**src/verilog/ipv_params.svh**
```systemverilog
`ifndef IPV_PARAMS_SVH
`define IPV_PARAMS_SVH

// register byte offsets on the slave port
`define IPV_OFS_PRIO_A     8'h00
`define IPV_OFS_PRIO_B     8'h04
`define IPV_OFS_WDT_VEC    8'h08
`define IPV_OFS_VEC_BASE   8'h0C
`define IPV_OFS_STATUS     8'h10

// reset values
`define IPV_RST_PRIO_A     16'h0000
`define IPV_RST_PRIO_B     16'h0000
`define IPV_RST_WDT_VEC    16'h0000
`define IPV_RST_VEC_BASE   32'h0000_0000

// writable bits; the rest are reserved and read zero
`define IPV_WMASK_PRIO_A   16'hFFF0
`define IPV_WMASK_PRIO_B   16'hFF00
`define IPV_WMASK_WDT_VEC  16'h7F7F
`define IPV_WMASK_VEC_BASE 32'hFFFF_FFFF

// field positions (lsb) and widths
`define IPV_LVL_W          4
`define IPV_VEC_W          7
`define IPV_DIV_LSB        12
`define IPV_DMA_LSB        8
`define IPV_WDT_LSB        4
`define IPV_SER_LSB        12
`define IPV_FRT_LSB        8
`define IPV_ITV_LSB        8
`define IPV_RMV_LSB        0

// status register fields
`define IPV_ST_SRC_LSB     0
`define IPV_ST_LVL_LSB     8
`define IPV_ST_PEND_BIT    15

// source indexes, index 0 wins ties
`define IPV_SRC_DIV        0
`define IPV_SRC_DMA0       1
`define IPV_SRC_DMA1       2
`define IPV_SRC_ITI        3
`define IPV_SRC_CMI        4
`define IPV_SRC_SER        5
`define IPV_SRC_FRT        6
`define IPV_N_SRC          7

`endif

```
**src/verilog/ipv_pkg.sv**
```systemverilog
package ipv_pkg;
  // bus handshake states, one-hot
  typedef enum logic [1:0] {
    ST_IDLE = 2'b01,
    ST_ACK  = 2'b10
  } ipv_bus_state_t;

  // priority level and vector number
  typedef logic [3:0] ipv_level_t;
  typedef logic [6:0] ipv_vector_t;
endpackage

```
**src/verilog/ipv_irq_priority_vector_regs.sv**
```systemverilog
`timescale 1ns/1ps
`include "ipv_params.svh"

// Contract
// - priority A: 16 bits, zero reset, standby holds
// - power-on and manual reset both clear
// - A[15:12] is divider interrupt level
// - A[11:8] shared level for both DMA
// - DMA channel 0 beats channel 1
// - A[7:4] shared watchdog and refresh level
// - watchdog interval beats refresh match
// - reserved bits read zero, write zero
// - priority B: 16 bits, zero reset, holds
// - B[15:12] is serial interrupt level
// - B[11:8] is free-running timer level
// - levels unsigned, zero lowest, fifteen highest
// - shared field gives identical level
// - vector register: 16 bits, zero reset, holds
// - V[14:8] is interval vector number
// - V[6:0] is refresh match vector
// - table address is base plus four times vector
module ipv_irq_priority_vector_regs
  import ipv_pkg::*;
#(
  parameter int AW = 8,
  parameter int DW = 32
) (
  input  wire logic          CLK,
  input  wire logic          RESET_N,
  input  wire logic          MANUAL_RESET_N,
  // avalon-mm slave
  input  wire logic [AW-1:0] AVS_ADDRESS,
  input  wire logic          AVS_READ,
  input  wire logic          AVS_WRITE,
  input  wire logic [DW-1:0] AVS_WRITEDATA,
  input  wire logic [3:0]    AVS_BYTEENABLE,
  output logic      [DW-1:0] AVS_READDATA,
  output logic               AVS_WAITREQUEST,
  // pending peripheral requests
  input  wire logic          DIVIDER_IRQ,
  input  wire logic          DMA0_IRQ,
  input  wire logic          DMA1_IRQ,
  input  wire logic          INTERVAL_IRQ,
  input  wire logic          REFRESH_MATCH_IRQ,
  input  wire logic          SERIAL_IRQ,
  input  wire logic          FREERUN_TIMER_IRQ,
  // field outputs towards arbitration and core
  output ipv_level_t         DIVIDER_IRQ_LEVEL,
  output ipv_level_t         DMA_IRQ_LEVEL,
  output ipv_level_t         WATCHDOG_IRQ_LEVEL,
  output ipv_level_t         SERIAL_IRQ_LEVEL,
  output ipv_level_t         FREERUN_TIMER_IRQ_LEVEL,
  output ipv_vector_t        INTERVAL_IRQ_VECTOR,
  output ipv_vector_t        REFRESH_MATCH_IRQ_VECTOR,
  // arbitration result, registered
  output logic               IRQ_REQUEST,
  output ipv_level_t         IRQ_LEVEL,
  output logic [6:0]         IRQ_SOURCE,
  output logic               IRQ_VECTOR_VALID,
  output logic [31:0]        IRQ_VECTOR_ADDR
);

  localparam int NS = `IPV_N_SRC;   // number of sources
  localparam int LW = `IPV_LVL_W;   // level width

  // combined reset
  logic           rst_n;
  // bus handshake
  ipv_bus_state_t state;            // handshake phase
  ipv_bus_state_t next_state;       // phase after this edge
  logic           req;              // master is asking
  logic           wr_go;            // write takes effect now
  // address decode
  logic           hit_a;
  logic           hit_b;
  logic           hit_v;
  logic           hit_base;
  logic           hit_stat;
  // lane enables
  logic [15:0]    ben16;            // 16-bit registers
  logic [31:0]    ben32;            // vector base
  // register contents
  logic [15:0]    prio_a;           // priority_levels_a
  logic [15:0]    prio_b;           // priority_levels_b
  logic [15:0]    wdt_vec;          // watchdog_refresh_vectors
  logic [31:0]    vec_base;         // vector_base_register
  // read path
  logic [31:0]    rd_mux;
  logic [15:0]    status;
  // arbitration
  logic [NS*LW-1:0] lvl_vec;
  logic [NS-1:0]    req_vec;
  logic [NS-1:0]    grant;
  ipv_level_t       win_lvl;
  logic             win_any;
  ipv_vector_t      win_vec;
  logic             win_has_vec;

  // either reset source clears the whole block
  assign rst_n = RESET_N & MANUAL_RESET_N;

  // ---------------------------------------------------------------
  // bus slave
  // ---------------------------------------------------------------

  // read and write never high together, per the bus rules
  assign req = AVS_READ | AVS_WRITE;

  // full byte address compare; misaligned hits nothing
  assign hit_a    = (AVS_ADDRESS == `IPV_OFS_PRIO_A);
  assign hit_b    = (AVS_ADDRESS == `IPV_OFS_PRIO_B);
  assign hit_v    = (AVS_ADDRESS == `IPV_OFS_WDT_VEC);
  assign hit_base = (AVS_ADDRESS == `IPV_OFS_VEC_BASE);
  assign hit_stat = (AVS_ADDRESS == `IPV_OFS_STATUS);

  // byte enables widened to bit enables
  assign ben16 = {{8{AVS_BYTEENABLE[1]}}, {8{AVS_BYTEENABLE[0]}}};
  assign ben32 = {{8{AVS_BYTEENABLE[3]}}, {8{AVS_BYTEENABLE[2]}},
                  {8{AVS_BYTEENABLE[1]}}, {8{AVS_BYTEENABLE[0]}}};

  // write lands on the edge that sees waitrequest low
  assign wr_go = (state == ST_ACK) && AVS_WRITE;

  // next handshake phase
  always_comb begin
    case (state)
      ST_IDLE: begin
        // one wait cycle: keeps read data a clean flop output
        next_state = req ? ST_ACK : ST_IDLE;
      end
      ST_ACK: begin
        // master releases after this edge
        next_state = ST_IDLE;
      end
      default: begin
        next_state = ST_IDLE;
      end
    endcase
  end

  // handshake state
  always_ff @(posedge CLK) begin
    if (!rst_n) begin
      state <= ST_IDLE;
    end else begin
      state <= next_state;
    end
  end

  // waitrequest high except in the answer cycle
  always_ff @(posedge CLK) begin
    if (!rst_n) begin
      AVS_WAITREQUEST <= 1'b1;
    end else begin
      AVS_WAITREQUEST <= (next_state != ST_ACK);
    end
  end

  // read mux; narrow registers sit in the low half
  always_comb begin
    case (1'b1)
      hit_a:    rd_mux = {16'h0000, prio_a};
      hit_b:    rd_mux = {16'h0000, prio_b};
      hit_v:    rd_mux = {16'h0000, wdt_vec};
      hit_base: rd_mux = vec_base;
      hit_stat: rd_mux = {16'h0000, status};
      // unmapped address reads zero
      default:  rd_mux = 32'h0000_0000;
    endcase
  end

  // read data captured as the answer cycle begins
  always_ff @(posedge CLK) begin
    if (!rst_n) begin
      AVS_READDATA <= 32'h0000_0000;
    end else if (state == ST_IDLE && AVS_READ) begin
      AVS_READDATA <= rd_mux;
    end else if (state == ST_ACK) begin
      // cleared so stale data never lingers
      AVS_READDATA <= 32'h0000_0000;
    end
  end

  // ---------------------------------------------------------------
  // registers
  // ---------------------------------------------------------------

  // priority_levels_a: reserved low nibble never stored
  ipv_reg #(
    .W    (16),
    .WMSK (`IPV_WMASK_PRIO_A),
    .RST  (`IPV_RST_PRIO_A)
  ) u_prio_a (
    .clk     (CLK),
    .rst_n   (rst_n),
    .wr_en   (wr_go && hit_a),
    .bit_en  (ben16),
    .wr_data (AVS_WRITEDATA[15:0]),
    .q       (prio_a)
  );

  // priority_levels_b: low byte reserved
  ipv_reg #(
    .W    (16),
    .WMSK (`IPV_WMASK_PRIO_B),
    .RST  (`IPV_RST_PRIO_B)
  ) u_prio_b (
    .clk     (CLK),
    .rst_n   (rst_n),
    .wr_en   (wr_go && hit_b),
    .bit_en  (ben16),
    .wr_data (AVS_WRITEDATA[15:0]),
    .q       (prio_b)
  );

  // watchdog_refresh_vectors: bits 15 and 7 reserved
  ipv_reg #(
    .W    (16),
    .WMSK (`IPV_WMASK_WDT_VEC),
    .RST  (`IPV_RST_WDT_VEC)
  ) u_wdt_vec (
    .clk     (CLK),
    .rst_n   (rst_n),
    .wr_en   (wr_go && hit_v),
    .bit_en  (ben16),
    .wr_data (AVS_WRITEDATA[15:0]),
    .q       (wdt_vec)
  );

  // vector_base_register, full word
  ipv_reg #(
    .W    (32),
    .WMSK (`IPV_WMASK_VEC_BASE),
    .RST  (`IPV_RST_VEC_BASE)
  ) u_vec_base (
    .clk     (CLK),
    .rst_n   (rst_n),
    .wr_en   (wr_go && hit_base),
    .bit_en  (ben32),
    .wr_data (AVS_WRITEDATA),
    .q       (vec_base)
  );

  // ---------------------------------------------------------------
  // field outputs, straight from the register flops
  // ---------------------------------------------------------------

  assign DIVIDER_IRQ_LEVEL  = prio_a[`IPV_DIV_LSB +: LW];
  assign DMA_IRQ_LEVEL      = prio_a[`IPV_DMA_LSB +: LW];
  assign WATCHDOG_IRQ_LEVEL = prio_a[`IPV_WDT_LSB +: LW];
  assign SERIAL_IRQ_LEVEL   = prio_b[`IPV_SER_LSB +: LW];
  assign FREERUN_TIMER_IRQ_LEVEL =
    prio_b[`IPV_FRT_LSB +: LW];
  assign INTERVAL_IRQ_VECTOR =
    wdt_vec[`IPV_ITV_LSB +: `IPV_VEC_W];
  assign REFRESH_MATCH_IRQ_VECTOR =
    wdt_vec[`IPV_RMV_LSB +: `IPV_VEC_W];

  // ---------------------------------------------------------------
  // arbitration among peripheral requests
  // ---------------------------------------------------------------

  // shared fields feed both of their sources alike
  always_comb begin
    lvl_vec = '0;
    lvl_vec[`IPV_SRC_DIV*LW  +: LW] = DIVIDER_IRQ_LEVEL;
    lvl_vec[`IPV_SRC_DMA0*LW +: LW] = DMA_IRQ_LEVEL;
    lvl_vec[`IPV_SRC_DMA1*LW +: LW] = DMA_IRQ_LEVEL;
    lvl_vec[`IPV_SRC_ITI*LW  +: LW] = WATCHDOG_IRQ_LEVEL;
    lvl_vec[`IPV_SRC_CMI*LW  +: LW] = WATCHDOG_IRQ_LEVEL;
    lvl_vec[`IPV_SRC_SER*LW  +: LW] = SERIAL_IRQ_LEVEL;
    lvl_vec[`IPV_SRC_FRT*LW  +: LW] = FREERUN_TIMER_IRQ_LEVEL;
  end

  // index order sets the tie break among equal levels
  always_comb begin
    req_vec = '0;
    req_vec[`IPV_SRC_DIV]  = DIVIDER_IRQ;
    req_vec[`IPV_SRC_DMA0] = DMA0_IRQ;
    req_vec[`IPV_SRC_DMA1] = DMA1_IRQ;
    req_vec[`IPV_SRC_ITI]  = INTERVAL_IRQ;
    req_vec[`IPV_SRC_CMI]  = REFRESH_MATCH_IRQ;
    req_vec[`IPV_SRC_SER]  = SERIAL_IRQ;
    req_vec[`IPV_SRC_FRT]  = FREERUN_TIMER_IRQ;
  end

  // unsigned compare, zero lowest, fifteen highest
  ipv_arbiter #(
    .N  (NS),
    .LW (LW)
  ) u_arb (
    .levels (lvl_vec),
    .req    (req_vec),
    .grant  (grant),
    .level  (win_lvl),
    .any    (win_any)
  );

  // only the two sources of this block carry a vector here
  always_comb begin
    win_has_vec = 1'b0;
    win_vec     = '0;
    if (grant[`IPV_SRC_ITI]) begin
      win_has_vec = 1'b1;
      win_vec     = INTERVAL_IRQ_VECTOR;
    end else if (grant[`IPV_SRC_CMI]) begin
      win_has_vec = 1'b1;
      win_vec     = REFRESH_MATCH_IRQ_VECTOR;
    end
  end

  // winner registered; one cycle behind the request lines
  always_ff @(posedge CLK) begin
    if (!rst_n) begin
      IRQ_REQUEST <= 1'b0;
      IRQ_LEVEL   <= '0;
      IRQ_SOURCE  <= '0;
    end else begin
      IRQ_REQUEST <= win_any;
      IRQ_LEVEL   <= win_lvl;
      IRQ_SOURCE  <= grant;
    end
  end

  // table entry address for the winning vector
  always_ff @(posedge CLK) begin
    if (!rst_n) begin
      IRQ_VECTOR_VALID <= 1'b0;
      IRQ_VECTOR_ADDR  <= 32'h0000_0000;
    end else if (win_has_vec) begin
      IRQ_VECTOR_VALID <= 1'b1;
      IRQ_VECTOR_ADDR  <= vec_base + {23'h000000, win_vec, 2'b00};
    end else begin
      // other sources take their vector elsewhere
      IRQ_VECTOR_VALID <= 1'b0;
      IRQ_VECTOR_ADDR  <= 32'h0000_0000;
    end
  end

  // status word shows the registered winner
  always_comb begin
    status = 16'h0000;
    status[`IPV_ST_SRC_LSB +: 7] = IRQ_SOURCE;
    status[`IPV_ST_LVL_LSB +: LW] = IRQ_LEVEL;
    status[`IPV_ST_PEND_BIT] = IRQ_REQUEST;
  end

endmodule

```
**src/verilog/ipv_reg.sv**
```systemverilog
`timescale 1ns/1ps
// one software register; only writable bits ever hold a one
module ipv_reg
  import ipv_pkg::*;
#(
  parameter int           W    = 16,
  parameter logic [W-1:0] WMSK = '1,
  parameter logic [W-1:0] RST  = '0
) (
  input  wire logic         clk,
  input  wire logic         rst_n,
  input  wire logic         wr_en,
  input  wire logic [W-1:0] bit_en,
  input  wire logic [W-1:0] wr_data,
  output logic      [W-1:0] q
);

  logic [W-1:0] wbits; // lanes that this write may touch

  // reserved bits never open to a write
  assign wbits = bit_en & WMSK;

  // sync reset; no standby input, so contents hold through it
  always_ff @(posedge clk) begin
    if (!rst_n) begin
      q <= RST;
    end else if (wr_en) begin
      q <= (q & ~wbits) | (wr_data & wbits);
    end
  end

endmodule

```
**src/verilog/ipv_arbiter.sv**
```systemverilog
`timescale 1ns/1ps
// highest level wins; equal levels go to the lowest index
module ipv_arbiter
  import ipv_pkg::*;
#(
  parameter int N  = 7,
  parameter int LW = 4
) (
  input  wire logic [N*LW-1:0] levels,
  input  wire logic [N-1:0]    req,
  output logic      [N-1:0]    grant,
  output logic      [LW-1:0]   level,
  output logic                 any
);

  // walk sources in default order; strict compare keeps the tie
  always_comb begin
    logic [LW-1:0] best;
    logic [N-1:0]  pick;
    logic          hit;
    best = '0;
    pick = '0;
    hit  = 1'b0;
    for (int i = 0; i < N; i++) begin
      // level zero can never be taken
      if (req[i] && (levels[i*LW +: LW] > best)) begin
        best = levels[i*LW +: LW];
        pick = '0;
        pick[i] = 1'b1;
        hit = 1'b1;
      end
    end
    grant = pick;
    level = best;
    any   = hit;
  end

endmodule

```
**config.mk**
```make
export PLATFORM = sky130hd
export DESIGN_NAME = ipv_irq_priority_vector_regs
export DESIGN_NICKNAME = d
export VERILOG_FILES = /design/src/verilog/ipv_pkg.sv /design/src/verilog/ipv_irq_priority_vector_regs.sv /design/src/verilog/ipv_reg.sv /design/src/verilog/ipv_arbiter.sv
export VERILOG_INCLUDE_DIRS = /design/src /design/src/verilog
export SDC_FILE = /design/constraint.sdc
export NUM_CORES = 1
export LEC_CHECK = 0
export ABC_AREA = 1
export CAP_MARGIN = 20
export CORE_ASPECT_RATIO = 0.8
export CORE_UTILIZATION = 40
export CTS_CLUSTER_SIZE = 14
export DETAILED_ROUTE_END_ITERATION = 16
export DONT_BUFFER_PORTS = 1
export GPL_TIMING_DRIVEN = 0
export PLACE_DENSITY = 0.6
export RECOVER_POWER = 100
export REMOVE_ABC_BUFFERS = 1
export SKIP_CTS_REPAIR_TIMING = 1
export SYNTH_ARGS = -nofsm -noshare
export SYNTH_HDL_FRONTEND = slang
export SYNTH_SLANG_ARGS = --single-unit
```
**constraint.sdc**
```tcl
create_clock -name CLK -period 11.9 [get_ports CLK]
set_input_delay 2.38 -clock CLK [delete_from_list [all_inputs] [get_ports CLK]]
set_output_delay 2.38 -clock CLK [all_outputs]
set_load 0.03 [all_outputs]
```
==> results by group, run 1 <==
Run status
  – Status: finished, violations left
  – Violated checks: capacitance limit, slew limit

Floorplanning
  – Die area: 18300 µm²
  – Horizontal extent of the die: 151 µm
  – Initial Utilization: 41.0%
  – Die height: 121 µm
  – Num ports: 168
  – Placeable core region: 17300 µm²
  – Floorplan row count: 43

Critical path
  – Cell family with most CP delay: simple AND/OR/NAND/NOR gates
  – Crit path largest cell delay: 340 ps
  – Worst Path Arrival: 11510 ps
  – Dominant cell type by count on the critical path: nand2_1
  – Number of cells on the critical path: 71
  – Critical Path Slowest Stage Cell: ha_1
  – Critical path required time: 12250 ps
  – Endpoint kind of the worst setup timing path: register
  – Crit Path Max Fanout: 11
  – Type of the worst setup path: in -> reg
  – Buf+Inv Stages, Crit Path: 7
  – Startpoint kind of the worst setup timing path: input port
  – Number of cell instances on the worst register-to-register path: 73

Synth
  – Predominant post-synthesis flop cell: dfxtp_1
  – Cells after synthesis: 938
  – Post-synth EDFFs: 0
  – Area fraction in compound gates after synthesis: 19.5%
  – Sequential area share after synthesis: 40.9%
  – Avg Cell Area, Syn: 7.57 µm²
  – Number of distinct library cell variants in the gate-level netlist after synthesis: 44
  – Count of state elements after synthesis: 145
  – Synth warnings: 0
  – Fraction of registers with async set/reset: 0%
  – Syn Std Cell Area: 7100 µm²
  – Xor/xnor share of the synthesized area: 0.864%
  – Share of synthesized cell area in full adder, half adder and majority cells: 5.04%
  – Post-Synth Simple-Gate Area: 24.7%
  – Largest family of logic cells by synthesized area: simple AND/OR/NAND/NOR gates
  – Post-synthesis mux area share: 0%

Placed design
  – Port buffer count: 0
  – Instance count after placement with tap cells included: 1136
  – Placement-stage cell area: 7350 µm²
  – Weighted congestion at the end of routability-driven global placement: 0.884
  – HPWL after DPL: 15.8 mm

Timing
  – Pins Over Slew Limit: 15
  – Achievable clock frequency: 89.5 MHz
  – Final hold viol count: 0
  – Setup Skew: 9.23 ps
  – Fin crit period: 11170 ps
  – Max-slew headroom: -24.0%
  – Aggregate negative setup slack: 0 ps
  – Tightest Pin Transition: 1850 ps
  – Setup Viol. Count Final: 0
  – Share of the cycle needed by the critical path after routing: 93.9%

Global routing
  – Maximum number of pins on one net before global-route repair: 60
  – Number of global-route vias before repair: 5606
  – First-pass GRT wire length: 31.8 mm
  – Total global routing overflow: 0
  – Global router's overall resource usage: 23.3%
  – Initial antenna violation count: 0

Drt
  – Number of iterations in the first detailed-routing pass: 5
  – Routed length per instance: 17.9 µm
  – Detailed router's first-iteration violation count: 454
  – Vias per Instance: 5.33
  – Count of unresolved DRC violations after routing: 0
  – Total via count after detailed routing: 6343
  – Antenna viol nets, final: 0
  – Final routed wirelength across all metal layers: 21.3 mm

Finish
  – Number of standard cells in the layout, taps in and fillers out: 1189
  – Area added between synthesis and finish: 16.1%
  – Commonest cells after routing, fill and taps aside: 145 x dfxtp_1, 131 x nand2_1, 120 x inv_1
  – Commonest non-fill, non-tap cell in the layout: dfxtp_1
  – Diodes inserted: 0
  – Fraction of final layout cells with drive strength greater than 1: 15.1%
  – Non-Filler Cell Area, Final: 8240 µm²
  – Net count, final: 1035

Clock tree
  – Clock latency at the later pin of the worst-skew pair: 420 ps
  – Buffer levels on the longest clock path: 2
  – CTS tree: yes
  – Clock buffers created by TritonCTS: 17
  – Clock tree sinks: 145
  – CTS Root Cell: clkbuf_16
  – H-tree Lvls: 4
  – Clock input transition at the sequential cells of the worst setup and hold paths: 60 ps

Run
  – Max-cap violation count: 1

Power
  – Power density relative to cell area: 125 nW/µm²
  – Leakage dissipation: 3.06 nW
  – Peak ir drop on the vdd network: 0.107 mV

Worst hold path
  – Cell depth of the worst hold path: 2
  – Class of the tightest hold or removal check: reg -> reg
[synth_stat cells, types with 2 or more instances]
library cell    n  share of area (%)
dfxtp_1       145                 41
nand2_1       141                7.5
inv_1         123                6.5
nor2_1        111                5.9
a21oi_1        73                5.1
nand3_1        51                3.6
a211oi_1       42                4.4
o21ai_0        40                2.8
clkbuf_1       31                1.6
ha_1           27                4.8
nor3_1         25                1.8
o211ai_1       10                1.1
a21oi_2         9                1.1
a32oi_1         8               0.99
nor3_2          8                1.1
nor2_2          7               0.62
o21ai_1         7               0.49
or2_2           7               0.62
nand2_2         6               0.53
nand4_1         6               0.53
buf_6           5               0.79
nand3_2         5               0.70
xor2_1          5               0.62
a221o_1         4               0.56
a22oi_1         4               0.42
o21bai_1        4               0.42
o221ai_1        4               0.49
a31oi_1         3               0.26
and2_1          3               0.26
nand2_4         3               0.48
o22ai_1         3               0.26
a21oi_4         2               0.46
inv_2           2               0.11
nand3_4         2               0.49
nor4_1          2               0.18
xnor2_1         2               0.25
[power by group]
| group | leakage (nW) | switching, W | internal (W) |
|---|---|---|---|
| clock | 0.273 | 0.000218 | 0.000295 |
| sequential | 1.17 | 0.000000733 | 0.000486 |
| combinational | 1.62 | 0.0000245 | 0.00000748 |
| total | 3.06 | 0.000243 | 0.000788 |
[through the flow]
stage | util [%] | setup slack (ps) | power (W) | hold WS, ps
2_1_floorplan | - | 828 | 0.000513 | 431
3_3_place_gp | 41.6 | -678 | 0.000524 | 458
3_5_place_dp | 42.4 | -744 | 0.000527 | 461
4_1_cts | 45.7 | -320 | 0.00104 | 471
5_1_grt | 47.6 | -59.4 | 0.00106 | 482
6_report | 47.6 | 731 | 0.00103 | 468
[cell type report]
class	count	area, µm²
Clock buffer	18	439
Clock inverter	14	133
Fill cell	1729	9080
Inverter	125	477
Multi-Input combinational cell	632	3730
Sequential cell	145	2900
Tap cell	225	282
Timing Repair Buffer	30	275
[final timing paths]
| check | startpoint | to | slack (ps) |
|---|---|---|---|
| worst max-delay path | DIVIDER_IRQ | IRQ_VECTOR_ADDR[28]$_SDFF_PN0_ | 730 |
| worst min-delay path | register | IRQ_VECTOR_ADDR[0]$_SDFF_PN0_ | 470 |
| worst max register to register | register | IRQ_VECTOR_ADDR[28]$_SDFF_PN0_ | 1840 |
| worst min register to register | register | IRQ_VECTOR_ADDR[0]$_SDFF_PN0_ | 470 |
[worst min-delay path, stage by stage, from the launching register on]
cell	delay, ps
dfxtp_1	310
inv_1	70
nor2_1	50
[metal layers]
| metal | share of wire, % | global-route usage (%) |
|---|---|---|
| met2 | 40 | 31.4 |
| met1 | 48 | 33.7 |
| met5 | 0 | 0 |
| met3 | 9.9 | 8.80 |
| met4 | 1.5 | 6.69 |
[cells by family after synthesis]
kind of cell | count (synthesis)
AOI/OAI and AO/OA | 217
adders and majority gates | 28
and+or+nand+nor | 380
buffers and inverters | 161
DFF | 145
xor gates and xnor gates | 7
Power figures use the tool's default switching activity.
==> inputs of run 2 (changes only) <==
--- a/config.mk
+++ b/config.mk
@@ -9,15 +9,16 @@
 export ABC_AREA = 1
 export CAP_MARGIN = 20
 export CORE_ASPECT_RATIO = 0.8
-export CORE_UTILIZATION = 40
+export CORE_UTILIZATION = 64
 export CTS_CLUSTER_SIZE = 14
 export DETAILED_ROUTE_END_ITERATION = 16
 export DONT_BUFFER_PORTS = 1
 export GPL_TIMING_DRIVEN = 0
-export PLACE_DENSITY = 0.6
+export PLACE_DENSITY = 0.86
 export RECOVER_POWER = 100
 export REMOVE_ABC_BUFFERS = 1
 export SKIP_CTS_REPAIR_TIMING = 1
 export SYNTH_ARGS = -nofsm -noshare
 export SYNTH_HDL_FRONTEND = slang
+export SYNTH_HIERARCHICAL = 1
 export SYNTH_SLANG_ARGS = --single-unit
==> run 2 against run 1 <==
Effect of this change: clock-buffer cell count up 1; register-to-register slack lost 270 ps; cell area grew 10%; synthesized cell count increased by 43%; clock skew grew 2.9 ps; wire length up 12%; worst hold slack worse by 9.6 ps; via count up 33%; sequential cell count unchanged; highest routed layer unchanged; non-clock buffer count down 24; global-route usage rose by 11 points; the run still ends with capacitance limit, slew limit left.
==> results by group, run 2 <==
Power
  – Leakage dissipation: 4.14 nW (+35%)
  – Clock Power Share: 52.0% (+2.3 points)
  – Share of power burned in registers: 45.6% (-1.6 points)
  – Power density relative to cell area: 118 nW/µm² (-6.0%)
  – Peak ir drop on the vdd network: 0.0986 mV (-8.2%)
  – Share of power burned in combinational logic: 2.4% (-0.7 points)
  – P_sw: 0.000239 W (-1.4%)
  – Switch share: 22.4% (-1.1 points)
  – Internal: 0.000829 W (+5.1%)

Synth
  – Avg Cell Area, Syn: 6.36 µm² (-16%)
  – Top cells by count, synth: 410 x nand2_1, 221 x nor2_1, 169 x inv_1
  – Share of the synthesized area in the top cell type: 34.0% (-6.9 points)
  – Cells after synthesis: 1342 (+43%)
  – Synth warnings: 6 (+6)
  – Top area cells in the synthesized netlist: dfxtp_1 34%, nand2_1 18%, nor2_1 9.7%
  – Largest area contributor in the netlist: dfxtp_1
  – Number of distinct library cell variants in the gate-level netlist after synthesis: 45 (+2.3%)
  – Predominant post-synthesis flop cell: dfxtp_1
  – Fraction of registers with async set/reset: 0% (unchanged)
  – Most common cell in the synthesized netlist: nand2_1
  – Count of state elements after synthesis: 145 (unchanged)
  – Post-synth EDFFs: 0 (unchanged)
  – Syn Std Cell Area: 8540 µm² (+20%)
  – Sequential area share after synthesis: 34.0% (-6.9 points)

Drt
  – Vias per Instance: 5.57 (+4.4%)
  – Number of iterations in the first detailed-routing pass: 6 (+1)
  – Count of unresolved DRC violations after routing: 0 (unchanged)
  – Detailed router's first-iteration violation count: 954 (+110%)
  – Final routed wirelength across all metal layers: 23.8 mm (+12%)
  – Total via count after detailed routing: 8447 (+33%)
  – Antenna viol nets, final: 0 (unchanged)
  – Routed length per instance: 15.7 µm (-12%)

Run status
  – Violated checks: capacitance limit, slew limit
  – Status: finished, violations left

Placed design
  – Placement-stage cell area: 8450 µm² (+15%)
  – HPWL after DPL: 17.1 mm (+8.1%)
  – Port buffer count: 0 (unchanged)
  – Weighted congestion at the end of routability-driven global placement: 0.930 (+5.1%)
  – Setup Slack @ Placement: 190 ps (+934 ps)
  – Instance count after placement with tap cells included: 1480 (+30%)

Floorplanning
  – Floorplan row count: 37 (-14%)
  – Horizontal extent of the die: 131 µm (-13%)
  – Initial Utilization: 66.1% (+25 points)
  – Placeable core region: 12900 µm² (-25%)
  – Num ports: 168 (unchanged)
  – Die area: 13800 µm² (-24%)
  – Die height: 105 µm (-13%)

Critical path
  – Type of the worst setup path: in -> reg
  – Startpoint kind of the worst setup timing path: input port
  – Crit Path Max Fanout: 17 (+6)
  – Worst Path Arrival: 11380 ps (-130 ps)
  – Endpoint kind of the worst setup timing path: register
  – Crit path largest cell delay: 1020 ps (+680 ps)
  – Critical path required time: 12200 ps (-50 ps)
  – Critical Path Slowest Stage Cell: nor2_1

Timing
  – Setup Skew: 12.1 ps (+2.87 ps)
  – Fin crit period: 11080 ps (-87.8 ps)
  – Max-slew headroom: -43.1% (-19 points)
  – Pins Over Slew Limit: 94 (+79)
  – Worst hold margin: 459 ps (-9.59 ps)
  – Achievable clock frequency: 90.2 MHz (+0.79%)
  – Aggregate negative setup slack: 0 ps (unchanged)
  – Share of the cycle needed by the critical path after routing: 93.1% (-0.74 points)
  – Setup repair after global routing missed its margin: no
  – Min setup slack post-route: 819 ps (+87.8 ps)
  – Tightest Pin Transition: 2150 ps (+302 ps)
  – Setup Viol. Count Final: 0 (unchanged)
  – Final hold viol count: 0 (unchanged)

Clock tree
  – Clock tree sinks: 145 (unchanged)
  – CTS Root Cell: clkbuf_16
  – CTS tree: yes
  – Clock buffers created by TritonCTS: 17 (unchanged)
  – Clock input transition at the sequential cells of the worst setup and hold paths: 60 ps (about the same)
  – Clock latency at the later pin of the worst-skew pair: 420 ps (about the same)
  – Buffer levels on the longest clock path: 2 (unchanged)
  – H-tree Lvls: 4 (unchanged)

Finish
  – Number of standard cells in the layout, taps in and fillers out: 1516 (+28%)
  – Fraction of final layout cells with drive strength greater than 1: 8.35% (-6.8 points)
  – Net count, final: 1414 (+37%)
  – Fillcell total: 1061 (-39%)
  – Commonest cells after routing, fill and taps aside: 411 x nand2_1, 220 x nor2_1, 169 x inv_1
  – Non-Filler Cell Area, Final: 9080 µm² (+10%)
  – Diodes inserted: 0 (unchanged)
  – Area added between synthesis and finish: 6.30%
  – Commonest non-fill, non-tap cell in the layout: nand2_1

Global routing
  – Global router's overall resource usage: 34.5% (+11 points)
  – Maximum number of pins on one net before global-route repair: 47 (-22%)
  – First-pass GRT wire length: 37.6 mm (+18%)
  – Initial antenna violation count: 0 (unchanged)
  – Number of global-route vias before repair: 7508 (+34%)
  – Total global routing overflow: 0 (unchanged)

Run
  – Max-cap violation count: 2 (+1)

Worst hold path
  – Class of the tightest hold or removal check: reg -> reg
==> run 2: cell count changes in the layout (fill, tap and decap cells not counted), sizes merged, moves of 6 or more <==
cell,before,now
a211oi,42,0
nand3,58,93
conb,0,14
inv,127,183
a32oi,8,0
o21ai,48,38
buf,24,3
nor2,119,235
o211ai,10,4
nand2,150,440
nor3,33,14
a21oi,84,68
==> run 2: path summary, 6_finish.rpt <==
kind / from / to / slack, ps / cells after the start
hold reg to reg: register / IRQ_VECTOR_ADDR[1]$_SDFF_PN0_ / 460 / 2
hold / removal: register / IRQ_VECTOR_ADDR[1]$_SDFF_PN0_ / 460 / 2
setup reg to reg: register / IRQ_VECTOR_ADDR[14]$_SDFF_PN0_ / 1570 / 52
setup / recovery: DIVIDER_IRQ / IRQ_VECTOR_ADDR[14]$_SDFF_PN0_ / 820 / 52
==> run 2: worst max-delay path, delay by kind of cell <==
family | cells | cell delay, ps
and+or+nand+nor | 27 | 4090
AOI/OAI and AO/OA | 10 | 1890
adders and majority gates | 6 | 1760
buffers and inverters | 9 | 1230
==> run 2: logic make-up after synthesis <==
logic type / after synthesis / synth area share [%]
fa+ha+maj: 30 / 4.48
compound gates: 125 / 8.15
flops: 145 / 34.0
other cells: 3 / 0.132
simple gates: 809 / 40.7
buf+inv: 230 / 12.5
==> run 2: metrics by stage <==
stage / utilization (%) / power (W)
6_report: 70.3 / 0.00107
5_1_grt: 70.3 / 0.00109
4_1_cts: 70.2 / 0.00107
3_5_place_dp: 65.4 / 0.000523
3_3_place_gp: 65.1 / 0.000521
2_1_floorplan: - / 0.000514
==> run 2: per-layer routing <==
metal | share of wire (%) | global-route usage [%] | up-vias
li1 | - | - | 4108
met1 | 42 | 46.3 | 3816
met2 | 43 | 52.7 | 476
met3 | 13 | 10.8 | 47
met4 | 1.7 | 11.1 | 0
met5 | 0 | 0 | -
==> run 2: power groups by stage <==
stage	Clock [W]	Combinational, W	Sequential (W)
floorplan	0	0.0000164	0.000497
global placement	0	0.0000239	0.000497
detailed placement	0	0.0000251	0.000497
CTS	0.000557	0.0000253	0.000487
global route	0.000576	0.0000281	0.000486
finish	0.000556	0.0000256	0.000487
==> run 2: area by class of cell <==
type                            count  area [µm²]  share of cell area (%)
Inverter                          180         676                    7.44
Sequential cell                   145        2900                    32.0
Timing Repair Buffer                6        48.8                   0.538
Clock buffer                       19         443                    4.88
Tap cell                          175         219                    2.41
Multi-Input combinational cell    978        4610                    50.8
Clock inverter                     13         174                    1.92
